$ cat src/fpb_pkg.sv
// Package for the flash page buffer read path: field layouts, offsets, reset values, carriers.
// Assumes one system clock; every user of it imports the whole package.
package fpb_pkg;

  localparam int ADDR_W      = 17;
  localparam int TAG_W       = 14;
  localparam int TAG_LSB     = 3;
  localparam int DW_SEL_LSB  = 1;
  localparam int PAGE_W      = 256;
  localparam int DWORD_W     = 64;
  localparam int NUM_BUF     = 2;
  localparam int NUM_BLOCK   = 8;
  localparam int NUM_SMALL   = 2;
  localparam int BLOCK_LSB   = 14;
  localparam int SMALL_LSB   = 12;
  localparam int SHADOW_TAG_W = 4;

  // Block size, small block size and shadow row size in bytes.
  localparam int BLOCK_BYTES  = 65536;
  localparam int SMALL_BYTES  = 16384;
  localparam int SHADOW_BYTES = 512;

  // Host block of each small block; each small block is the lowest 16 Kbytes of its host.
  localparam logic [2:0] SMALL0_HOST = 3'h0;
  localparam logic [2:0] SMALL1_HOST = 3'h1;

  localparam int          REG_AW       = 8;
  localparam logic [7:0]  CONFIG_OFS   = 8'h00;
  localparam logic [7:0]  GUARD_OFS    = 8'h04;
  localparam logic [7:0]  STATUS_OFS   = 8'h08;
  localparam logic [31:0] CONFIG_RESET = 32'h0000_0000;
  localparam logic [31:0] GUARD_RESET  = 32'h0000_FF00;

  // Configuration register fields.
  localparam int CFG_SHADOW_BIT = 0;
  localparam int CFG_SMALL_BLOCK_ENABLE_LSB   = 4;
  localparam int CFG_SBGRD_LSB  = 8;
  localparam int CFG_SBSEL_LSB  = 12;
  localparam int CFG_PE_BIT     = 16;
  // Guard register fields.
  localparam int GRD_SEL_LSB    = 0;
  localparam int GRD_PROT_LSB   = 8;
  // Status register fields.
  localparam int ST_VALID_LSB   = 0;
  localparam int ST_HIT_BIT     = 4;
  localparam int ST_MISS_BIT    = 5;
  localparam int ST_WDROP_BIT   = 6;
  localparam int ST_BUSY_BIT    = 7;

  typedef struct packed {
    logic              write;
    logic [ADDR_W-1:0] addr;
    logic [31:0]       wdata;
  } fpb_acc_type;

  typedef struct packed {
    logic               hit;
    logic [DWORD_W-1:0] data;
  } fpb_resp_type;

  typedef struct packed {
    logic             shadow;
    logic [TAG_W-1:0] page;
  } fpb_core_addr_type;

endpackage

$ cat src/fpb_read_path.sv
// Read path of the flash array: page decode, two read page buffers, core fetch, write gating.
// Assumes the bus interface unit drives accesses and buffer loads synchronous to core_clk,
// and that the array core answers a page read with core_done after one or more cycles.
//
// What this block does
// - Array is eight 64-Kbyte blocks; two host a 16-Kbyte small block.
// - A seventeen-bit address locates each word of every array access.
// - Each read compares its 14-bit page tag with both buffer tags.
// - A hit skips the core and returns 64 bits from the buffer.
// - A miss reads a 32-byte page; only the addressed 64 bits return.
// - Array writes are ignored unless program or erase is in progress.
// - With shadow select at 1, array reads go to the shadow row; core writes carry no shadow flag.
// - Any shadow select change invalidates matching; next access misses.
// - Shadow row holds 512 bytes, addressed by low row and page bits.
// - Shadow row sits in the lowest block, inside its small block.
// - Small block 0 enabled: its guard and select bits govern shadow writes.
// - Small block 0 disabled: host block guard and select bits govern them.
//
// Design decisions made here: the placing of the registers and the address-and-strobe port.
`timescale 1ns/1ps
`default_nettype none

module fpb_read_path
  import fpb_pkg::*;
(
  input  wire logic                      core_clk,
  input  wire logic                      rst,
  input  wire logic [fpb_pkg::REG_AW-1:0] reg_addr,
  input  wire logic [31:0]               reg_wdata,
  input  wire logic                      reg_wr,
  input  wire logic                      reg_rd,
  output logic      [31:0]               reg_rdata,
  input  wire logic                      acc_valid,
  input  wire fpb_pkg::fpb_acc_type      acc,
  output logic                           acc_ready,
  output logic                           resp_valid,
  output fpb_pkg::fpb_resp_type          resp,
  output logic      [fpb_pkg::PAGE_W-1:0] fetch_page,
  input  wire logic                      buf_load,
  input  wire logic                      buf_index,
  output logic                           core_rd,
  output fpb_pkg::fpb_core_addr_type     core_addr,
  input  wire logic                      core_done,
  input  wire logic [fpb_pkg::PAGE_W-1:0] core_data,
  output logic                           core_wr,
  output logic      [fpb_pkg::ADDR_W-1:0] core_wr_addr,
  output logic      [31:0]               core_wr_data
);
  import fpb_pkg::*;

  typedef enum logic [0:0] {ST_IDLE, ST_FETCH} fpb_state_type;

  fpb_state_type                state_q, state_d;
  logic [31:0]                  config_q, config_d;
  logic [31:0]                  guard_q, guard_d;
  logic [31:0]                  rdata_q, rdata_d;
  logic [NUM_BUF-1:0]           valid_q, valid_d;
  logic [TAG_W-1:0]             tag_q [NUM_BUF];
  logic [TAG_W-1:0]             tag_d [NUM_BUF];
  logic [PAGE_W-1:0]            page_q [NUM_BUF];
  logic [PAGE_W-1:0]            page_d [NUM_BUF];
  logic [PAGE_W-1:0]            fetch_q, fetch_d;
  logic [TAG_W-1:0]             fetch_tag_q, fetch_tag_d;
  logic [1:0]                   fetch_sel_q, fetch_sel_d;
  logic                         fetch_ok_q, fetch_ok_d;
  logic                         ready_q, ready_d;
  logic                         rvalid_q, rvalid_d;
  fpb_resp_type                 resp_q, resp_d;
  logic                         crd_q, crd_d;
  fpb_core_addr_type            caddr_q, caddr_d;
  logic                         cwr_q, cwr_d;
  logic [ADDR_W-1:0]            cwaddr_q, cwaddr_d;
  logic [31:0]                  cwdata_q, cwdata_d;
  logic                         hit_flag_q, hit_flag_d;
  logic                         miss_flag_q, miss_flag_d;
  logic                         wdrop_q, wdrop_d;

  logic [NUM_BUF-1:0]           match;
  logic [TAG_W-1:0]             acc_tag;
  logic [1:0]                   acc_sel;
  logic [2:0]                   acc_block;
  logic                         shadow_sel;
  logic                         pe_active;
  logic [NUM_SMALL-1:0]         sb_enable;
  logic [NUM_SMALL-1:0]         sb_guard;
  logic [NUM_SMALL-1:0]         sb_select;
  logic [NUM_BLOCK-1:0]         blk_select;
  logic [NUM_BLOCK-1:0]         blk_guard;
  logic                         in_small0;
  logic                         in_small1;
  logic                         write_ok;

  assign shadow_sel = config_q[CFG_SHADOW_BIT];
  assign pe_active  = config_q[CFG_PE_BIT];
  assign sb_enable  = config_q[CFG_SMALL_BLOCK_ENABLE_LSB +: NUM_SMALL];
  assign sb_guard   = config_q[CFG_SBGRD_LSB +: NUM_SMALL];
  assign sb_select  = config_q[CFG_SBSEL_LSB +: NUM_SMALL];
  assign blk_select = guard_q[GRD_SEL_LSB +: NUM_BLOCK];
  assign blk_guard  = guard_q[GRD_PROT_LSB +: NUM_BLOCK];

  // In the shadow row only the low row and page bits take part.
  always_comb
  begin
    acc_tag   = acc.addr[ADDR_W-1:TAG_LSB];
    acc_sel   = acc.addr[TAG_LSB-1:DW_SEL_LSB];
    acc_block = acc.addr[ADDR_W-1:BLOCK_LSB];
    if (shadow_sel)
    begin
      acc_tag = {{(TAG_W-SHADOW_TAG_W){1'b0}}, acc.addr[TAG_LSB +: SHADOW_TAG_W]};
      // Shadow row lives in the lowest block.
      acc_block = SMALL0_HOST;
    end
  end

  // Small blocks are the lowest 16 Kbytes of their host blocks.
  assign in_small0 = (acc_block == SMALL0_HOST) && (acc.addr[BLOCK_LSB-1:SMALL_LSB] == 2'h0);
  assign in_small1 = (acc_block == SMALL1_HOST) && (acc.addr[BLOCK_LSB-1:SMALL_LSB] == 2'h0);

  // Write permission: selected and unprotected, small block bits override when enabled.
  always_comb
  begin
    write_ok = blk_select[acc_block] && !blk_guard[acc_block];
    if (shadow_sel)
    begin
      // Small block 0 bits govern the shadow row.
      if (sb_enable[0])
        write_ok = sb_select[0] && !sb_guard[0];
      // Otherwise the host block bits govern it.
      else
        write_ok = blk_select[SMALL0_HOST] && !blk_guard[SMALL0_HOST];
    end
    else if (in_small0 && sb_enable[0])
      write_ok = sb_select[0] && !sb_guard[0];
    else if (in_small1 && sb_enable[1])
      write_ok = sb_select[1] && !sb_guard[1];
  end

  // Tag compare against both page buffers.
  genvar gi;
  generate
    for (gi = 0; gi < NUM_BUF; gi++)
    begin : g_match
      assign match[gi] = valid_q[gi] && (tag_q[gi] == acc_tag);
    end
  endgenerate

  always_comb
  begin
    state_d     = state_q;
    config_d    = config_q;
    guard_d     = guard_q;
    rdata_d     = 32'h0000_0000;
    valid_d     = valid_q;
    tag_d       = tag_q;
    page_d      = page_q;
    fetch_d     = fetch_q;
    fetch_tag_d = fetch_tag_q;
    fetch_sel_d = fetch_sel_q;
    fetch_ok_d  = fetch_ok_q;
    ready_d     = ready_q;
    rvalid_d    = 1'b0;
    resp_d      = resp_q;
    crd_d       = 1'b0;
    caddr_d     = caddr_q;
    cwr_d       = 1'b0;
    cwaddr_d    = cwaddr_q;
    cwdata_d    = cwdata_q;
    hit_flag_d  = hit_flag_q;
    miss_flag_d = miss_flag_q;
    wdrop_d     = wdrop_q;

    if (reg_rd)
    begin
      case (reg_addr)
        CONFIG_OFS: rdata_d = config_q;
        GUARD_OFS:  rdata_d = guard_q;
        STATUS_OFS:
        begin
          rdata_d[ST_VALID_LSB +: NUM_BUF] = valid_q;
          rdata_d[ST_HIT_BIT]              = hit_flag_q;
          rdata_d[ST_MISS_BIT]             = miss_flag_q;
          rdata_d[ST_WDROP_BIT]            = wdrop_q;
          rdata_d[ST_BUSY_BIT]             = (state_q == ST_FETCH);
        end
        default: rdata_d = 32'h0000_0000;
      endcase
    end

    // The bus interface unit chooses the buffer for the last fetched page.
    if (buf_load && fetch_ok_q)
    begin
      page_d[buf_index]  = fetch_q;
      tag_d[buf_index]   = fetch_tag_q;
      valid_d[buf_index] = 1'b1;
    end

    case (state_q)
      ST_IDLE:
      begin
        if (acc_valid && acc.write)
        begin
          // Writes reach the core only during program or erase.
          if (pe_active && write_ok)
          begin
            cwr_d    = 1'b1;
            cwaddr_d = acc.addr;
            cwdata_d = acc.wdata;
          end
          else
            wdrop_d = 1'b1;
        end
        else if (acc_valid && (|match))
        begin
          // Hit answers from the buffer without a core read.
          rvalid_d     = 1'b1;
          resp_d.hit   = 1'b1;
          resp_d.data  = page_q[match[1] ? 1 : 0][acc_sel*DWORD_W +: DWORD_W];
          hit_flag_d   = 1'b1;
        end
        else if (acc_valid)
        begin
          // Miss starts a page read from the core.
          // Shadow select steers the core read to the shadow row.
          crd_d          = 1'b1;
          caddr_d.shadow = shadow_sel;
          caddr_d.page   = acc_tag;
          fetch_tag_d    = acc_tag;
          fetch_sel_d    = acc_sel;
          fetch_ok_d     = 1'b0;
          ready_d        = 1'b0;
          miss_flag_d    = 1'b1;
          state_d        = ST_FETCH;
        end
      end
      ST_FETCH:
      begin
        if (core_done)
        begin
          // Only the addressed 64 bits go back.
          fetch_d     = core_data;
          fetch_ok_d  = (caddr_q.shadow == shadow_sel);
          rvalid_d    = 1'b1;
          resp_d.hit  = 1'b0;
          resp_d.data = core_data[fetch_sel_q*DWORD_W +: DWORD_W];
          ready_d     = 1'b1;
          state_d     = ST_IDLE;
        end
      end
      default: state_d = ST_IDLE;
    endcase

    if (reg_wr)
    begin
      case (reg_addr)
        CONFIG_OFS:
        begin
          config_d = reg_wdata;
          // A shadow select change forces the next access to miss.
          if (reg_wdata[CFG_SHADOW_BIT] != shadow_sel)
          begin
            valid_d    = '0;
            fetch_ok_d = 1'b0;
          end
        end
        GUARD_OFS: guard_d = reg_wdata;
        STATUS_OFS:
        begin
          // Write one to clear; an event in the same cycle wins.
          if (reg_wdata[ST_HIT_BIT] && !(rvalid_d && resp_d.hit))
            hit_flag_d = 1'b0;
          if (reg_wdata[ST_MISS_BIT] && !crd_d)
            miss_flag_d = 1'b0;
          if (reg_wdata[ST_WDROP_BIT] && !(acc_valid && acc.write && !cwr_d
              && state_q == ST_IDLE))
            wdrop_d = 1'b0;
        end
        default: ;
      endcase
    end
  end

  always_ff @(posedge core_clk or posedge rst)
  begin
    if (rst)
    begin
      state_q     <= ST_IDLE;
      config_q    <= CONFIG_RESET;
      guard_q     <= GUARD_RESET;
      rdata_q     <= 32'h0000_0000;
      valid_q     <= '0;
      tag_q       <= '{default: '0};
      page_q      <= '{default: '0};
      fetch_q     <= '0;
      fetch_tag_q <= '0;
      fetch_sel_q <= 2'h0;
      fetch_ok_q  <= 1'b0;
      ready_q     <= 1'b1;
      rvalid_q    <= 1'b0;
      resp_q      <= '0;
      crd_q       <= 1'b0;
      caddr_q     <= '0;
      cwr_q       <= 1'b0;
      cwaddr_q    <= '0;
      cwdata_q    <= 32'h0000_0000;
      hit_flag_q  <= 1'b0;
      miss_flag_q <= 1'b0;
      wdrop_q     <= 1'b0;
    end
    else
    begin
      state_q     <= state_d;
      config_q    <= config_d;
      guard_q     <= guard_d;
      rdata_q     <= rdata_d;
      valid_q     <= valid_d;
      tag_q       <= tag_d;
      page_q      <= page_d;
      fetch_q     <= fetch_d;
      fetch_tag_q <= fetch_tag_d;
      fetch_sel_q <= fetch_sel_d;
      fetch_ok_q  <= fetch_ok_d;
      ready_q     <= ready_d;
      rvalid_q    <= rvalid_d;
      resp_q      <= resp_d;
      crd_q       <= crd_d;
      caddr_q     <= caddr_d;
      cwr_q       <= cwr_d;
      cwaddr_q    <= cwaddr_d;
      cwdata_q    <= cwdata_d;
      hit_flag_q  <= hit_flag_d;
      miss_flag_q <= miss_flag_d;
      wdrop_q     <= wdrop_d;
    end
  end

  assign reg_rdata    = rdata_q;
  assign acc_ready    = ready_q;
  assign resp_valid   = rvalid_q;
  assign resp         = resp_q;
  assign fetch_page   = fetch_q;
  assign core_rd      = crd_q;
  assign core_addr    = caddr_q;
  assign core_wr      = cwr_q;
  assign core_wr_addr = cwaddr_q;
  assign core_wr_data = cwdata_q;

endmodule

`default_nettype wire

$ cat config.mk
export PLATFORM = sky130hd
export DESIGN_NAME = fpb_read_path
export DESIGN_NICKNAME = d
export VERILOG_FILES = /design/src/fpb_pkg.sv /design/src/fpb_read_path.sv
export SDC_FILE = /design/constraint.sdc
export NUM_CORES = 2
export LEC_CHECK = 0
export BUFFER_PORTS_ARGS = -buffer_cell sky130_fd_sc_hd__buf_4
export CAP_MARGIN = 40
export CORE_MARGIN = 1.5
export CORE_UTILIZATION = 44
export DETAILED_ROUTE_END_ITERATION = 10
export PLACE_DENSITY = 0.65
export REMOVE_ABC_BUFFERS = 1
export SLEW_MARGIN = 10
export SYNTH_ARGS = -nofsm -noshare
export SYNTH_HDL_FRONTEND = slang
export SYNTH_SLANG_ARGS = --single-unit
$ cat constraint.sdc
create_clock -name core_clk -period 55.5 [get_ports core_clk]
set_clock_uncertainty 0.15 [all_clocks]
set_input_delay 11.1 -clock core_clk [delete_from_list [all_inputs] [get_ports core_clk]]
set_output_delay 11.1 -clock core_clk [all_outputs]
set_load 0.02 [all_outputs]
# == After elaboration in Yosys (flattened, before gate mapping) ==
# Index checks and enable logic that the tools add are counted.
# op_classes
mux,80
bitwise_logic,6
magnitude_cmp,6
reduce_logical,41
addsub,0
n_shift,2
n_div,0
n_mul,0
eq_ne,12
# ops
operator,count
256-bit 2-to-1 mux,4
512-bit bitwise mux,1
256-bit by 9-bit indexed part select with 64-bit output,2
256-bit demux with 1-bit select,1
65-bit 2-to-1 mux,3
65-bit case mux with 2 select lines,1
1-bit 2-to-1 mux,49
24-bit case mux with 2 select lines,1
32-bit by 2-bit >= comparator with 1-bit output (second input constant),1
32-bit 2-to-1 mux,1
1-bit inverter with 32-bit output,1
28-bit bitwise mux,1
14-bit equality test,2
14-bit 2-to-1 mux,2
1-bit logical AND,22
14-bit demux with 1-bit select,1
4-bit case mux with 3 select lines,1
2-bit inequality test (second input constant),5
8-bit by 3-bit equality test with 1-bit output (second input constant),1
8-bit by 4-bit equality test with 1-bit output (second input constant),1
1-bit zero test,8
8-bit zero test,1
2-bit 2-to-1 mux,4
1-bit case mux with 2 select lines,4
22 further kinds,29
# totals
input_bits,354
output_inout_bits,421
regBits,1034
n_memories,0
mem_bits_rw,0
latchBits,0
mem_bits_ro,0
word_cells,172

# == Depth between registers and ports, before layout ==
# logic_depth
depth_word,20
depth_mapped,12

# == Least setup slack after synthesis ==
# OpenSTA, ideal clock, no wires.
# synth_timing
path_kind,in2reg
startpoint,in acc[46] (netlist bit)
endpoint,reg cwaddr_q[10] (netlist: core_wr_addr[10])
setup_slack_ns,42.197
arrival_time_ns,13.029
stages,10
path_cell_list,or4bb_1 > o311ai_0 > a21oi_1 > a21oi_1 > and3b_1 > o31ai_1 > and2_1 > buf_2 > buf_4 > mux2_2
# synth_via
elab_chain_len,10
# synth_rtl
item,line_no,rtl
"start, declared",fpb_read_path.sv:34,"input wire fpb_pkg::fpb_acc_type acc,"
3-bit 2-to-1 mux (*),fpb_read_path.sv:107,if (shadow_sel)
1-bit binary-select mux with 3-bit select,fpb_read_path.sv:122,write_ok = blk_select[acc_block] && !blk_guard[acc_block];
1-bit 2-to-1 mux (implied by the code),fpb_read_path.sv:122,
1-bit zero test,fpb_read_path.sv:122,
1-bit logical AND,fpb_read_path.sv:122,
1-bit 2-to-1 mux,fpb_read_path.sv:134,else if (in_small1 && sb_enable[1])
1-bit 2-to-1 mux (*),fpb_read_path.sv:132,else if (in_small0 && sb_enable[0])
1-bit 2-to-1 mux (*),fpb_read_path.sv:123,if (shadow_sel)
1-bit logical AND (*),fpb_read_path.sv:203,if (pe_active && write_ok)
3-bit AND reduction (no line) (*),-,
"end signal, assigned",fpb_read_path.sv:328,cwaddr_q <= cwaddr_d;
"end, declared",fpb_read_path.sv:72,"logic [ADDR_W-1:0] cwaddr_q, cwaddr_d;"
# Mark *: on every way between the ends. The rest lies on a longest branch, timed or not. The select of a mux whose other input is x is not followed.
# A chain may end at the register's enable or synchronous reset.

==> summary.md <==
| Metric | Value |
|---|---|
| Final Cycle Share | 25.9% |
| RR Startpoint | config_q[0] |
| Pin count of the biggest net entering global routing | 169 |
| Ys flop type | dfrtp_1 |
| Post-synth EDFFs | 0 |
| Worst setup SP type | primary input |
| Vias in the first global route | 34.1k |
| Worst reg2reg endpoint | resp[21] |
| I/O pin count | 775 |
| Critical path fanouts, max | 162 |
| Num rows | 117 |
| Synth Register Bits | 1034 |
| Max H-tree Level | 3 |
| Final hold vios | 0 |
| Worst-Margin Slew | 1.17 ns |
| Gate Count Post-Synth | 4213 |
| Nets | 5248 |
| Core area | 0.102 mm2 |
| Post-cts sizing count | 0 |
| IO Port Bufs | 774 |
| Hold endpoint | acc_ready |
| Post-synth top area share | 56.5% |
| FMAX | 69.5 MHz |
| TritonCTS clock tree | yes |
| DR DRC count | 0 |
| CP endpoint kind | async pin |
| Post-DRT Antenna Nets | 0 |
| Hold Path Cell Cnt | 2 |
| Status | complete, no violations |
| First-pass GRT wire length | 210000 um |
| Die Height | 324 um |
| Root buffer cell | clkbuf_16 |
| CTS sink cnt | 1034 |
| Overall power | 3070 uW |
| Final WL | 139000 um |
| Router iterations before antenna repair | 7 |
| FF-to-FF path depth | 10 |
| Setup ws final | 41.12 ns |
| Most instantiated cells after synthesis | nand2_1 (1755), dfrtp_1 (1025), mux2_2 (377), clkbuf_1 (202), nor2b_1 (129) |
| Detailed Place HPWL | 92900 um |
| Vias per inst | 5.37 |
| Reg2reg setup slack | 51.44 ns |
| Drt first-iter violations | 2384 |
| Via count | 34.1k |
| Die width | 324 um |
| Setup CP Type | primary input to async pin |
| Mapped Area | 0.0454 mm2 |
| Synthesis Warnings | 0 |
| Total CTS buffers | 108 |
| Tot GR Track Use | 26.3% |
| Worst path arrival time | 14.98 ns |
| Pwr dens | 54.4 mW/mm2 |
| Grt ovf | 0 |
| Lkg Pwr | 0.0285 uW |
| Top cells by area, synth | dfrtp_1 (56%), nand2_1 (15%), mux2_2 (9.3%) |
| Fin Setup TNS | 0 ns |
| Initial antenna violation count | 7 |
| Top-count cell post-synth | nand2_1 |
| Minimum clock period | 14.38 ns |
| Clock latency on the worst-skew pair | 0.70 ns |
| Max Buffers Root-to-Sink | 3 |
| Postcts setup bufs | 0 |
| Share of layout cells above drive strength 1 | 31.9% |
| Fillers | 8794 |
| Worst min-delay path class | register to register |
| Worst-path clk slew | 0.06 ns |
| Total of max-cap violations | 0 |
| Min-delay src | acc_ready |
| WL/cell | 21.9 um |
| Layout area overhead | 24.3% |
| Mapped Avg Cell Area | 10.8 um2 |
| Peak VDD IR | 32.2 uV |
| Critical path data required time | 56.09 ns |
| Pre-CTS setup slack | 40.24 ns |
| Routability cong. | 0.851 |
| Die ar. | 0.105 mm2 |
| Post-synth top area cell | dfrtp_1 |
| Slew Viols, Final | 0 |
| Synth unique cells | 64 |
| RSZ-0062 raised after global routing | no |
| Hold Buf Count CTS | 0 |
| Seq/Total Area, Yosys | 57.0% |
| Starting Density | 44.5% |
| Final setup fails | 0 |
| Asr flop ratio synth | 100% |
| Relative slew slack | 21.8% |
| Final core utilization | 55.3% |
## placed cells by master, fill, tap and decap left out, types with 28 or more instances in the layout
cell       netlist  routed
clkbuf_8         0      35
mux2_2         377     377
a22oi_1         50      50
dfrtp_1       1025    1023
nor2b_1        129     128
a211oi_1        55      55
clkbuf_16        0     110
o41ai_2         28      28
nor2_1          53      52
o21ai_0         35      35
mux4_2         128     128
and3_1          50      49
buf_4           10     821
mux2i_1         39      39
nand2_1       1755    1754
## cells by family (layout without fill, tap and decap cells)
logic type | after synthesis | in the layout | synth area share (%)
compound gates | 275 | 275 | 5.01
xor+xnor | 14 | 14 | 0.270
buf+inv | 291 | 1057 | 2.75
flops | 1034 | 1034 | 57.0
mux | 547 | 547 | 16.6
other cells | 0 | 8 | 0
simple gates | 2052 | 2052 | 18.3
## cell type report
type                    count  area (um2)  share of cell area [%]
diodes                      8        20.0                  0.0355
clock buffers             166        3310                    5.87
clock inverters            29         333                   0.590
inverters                  17        71.3                   0.126
multi-input cells        2888       18400                    32.5
flip-flops and latches   1034       25900                    45.9
well taps                1368        1710                    3.03
repair buffers            845        6750                    12.0
## metrics by stage
stage               hold WS (ns)  instances  area [um2]
floorplan                  0.291       3939       44200
global placement           0.299       6133       52300
detailed placement         0.304       6151       52800
CTS                        0.314       6346       56400
global route               0.330       6353       56400
finish                     0.315       6355       56500
## report_power, final
group	internal, uW	switching [uW]	total [uW]
clock	437	303	740
combinational	466	543	1010
sequential	1060	268	1320
total	1960	1110	3070
## registers in the layout, indices dropped and copies added, names as in the netlist, 2 cells and up
| signal | count |
|---|---|
| reg_rdata | 32 |
| page_q | 512 |
| core_wr_data | 32 |
| config_q | 32 |
| valid_q | 2 |
| guard_q | 32 |
| fetch_sel_q | 2 |
| core_addr | 15 |
| core_wr_addr | 17 |
| fetch_page | 256 |
| tag_q | 28 |
| resp | 65 |
## worst max path at each step
stage / startpoint / end / slack, ns / depth (start not counted)
after CTS: rst / fetch_page[50] / 41.00 / 6
after global placement: rst / page_q[258] / 40.02 / 6
after global routing: rst / page_q[397] / 40.50 / 6
after detailed placement: rst / fetch_page[134] / 40.24 / 6
after floorplan: rst / config_q[0] / 15.16 / 1
final: rst / page_q[141] / 41.12 / 6
## layer usage
| layer | vias up | share of wire (%) | global-route usage, % |
|---|---|---|---|
| met5 | - | 0 | 0 |
| met4 | 0 | 3.1 | 9.10 |
| met3 | 195 | 6.0 | 4.50 |
| met2 | 1115 | 49 | 44.1 |
| met1 | 17300 | 41 | 34.7 |
| li1 | 15500 | - | - |
## critical path: stages
cell and delay (ns):
buf_4 0.13, inv_8 0.44, buf_12 0.67, buf_4 0.79, buf_4 0.79, buf_4 0.74
Note: power is estimated with default switching activity, not from simulation.
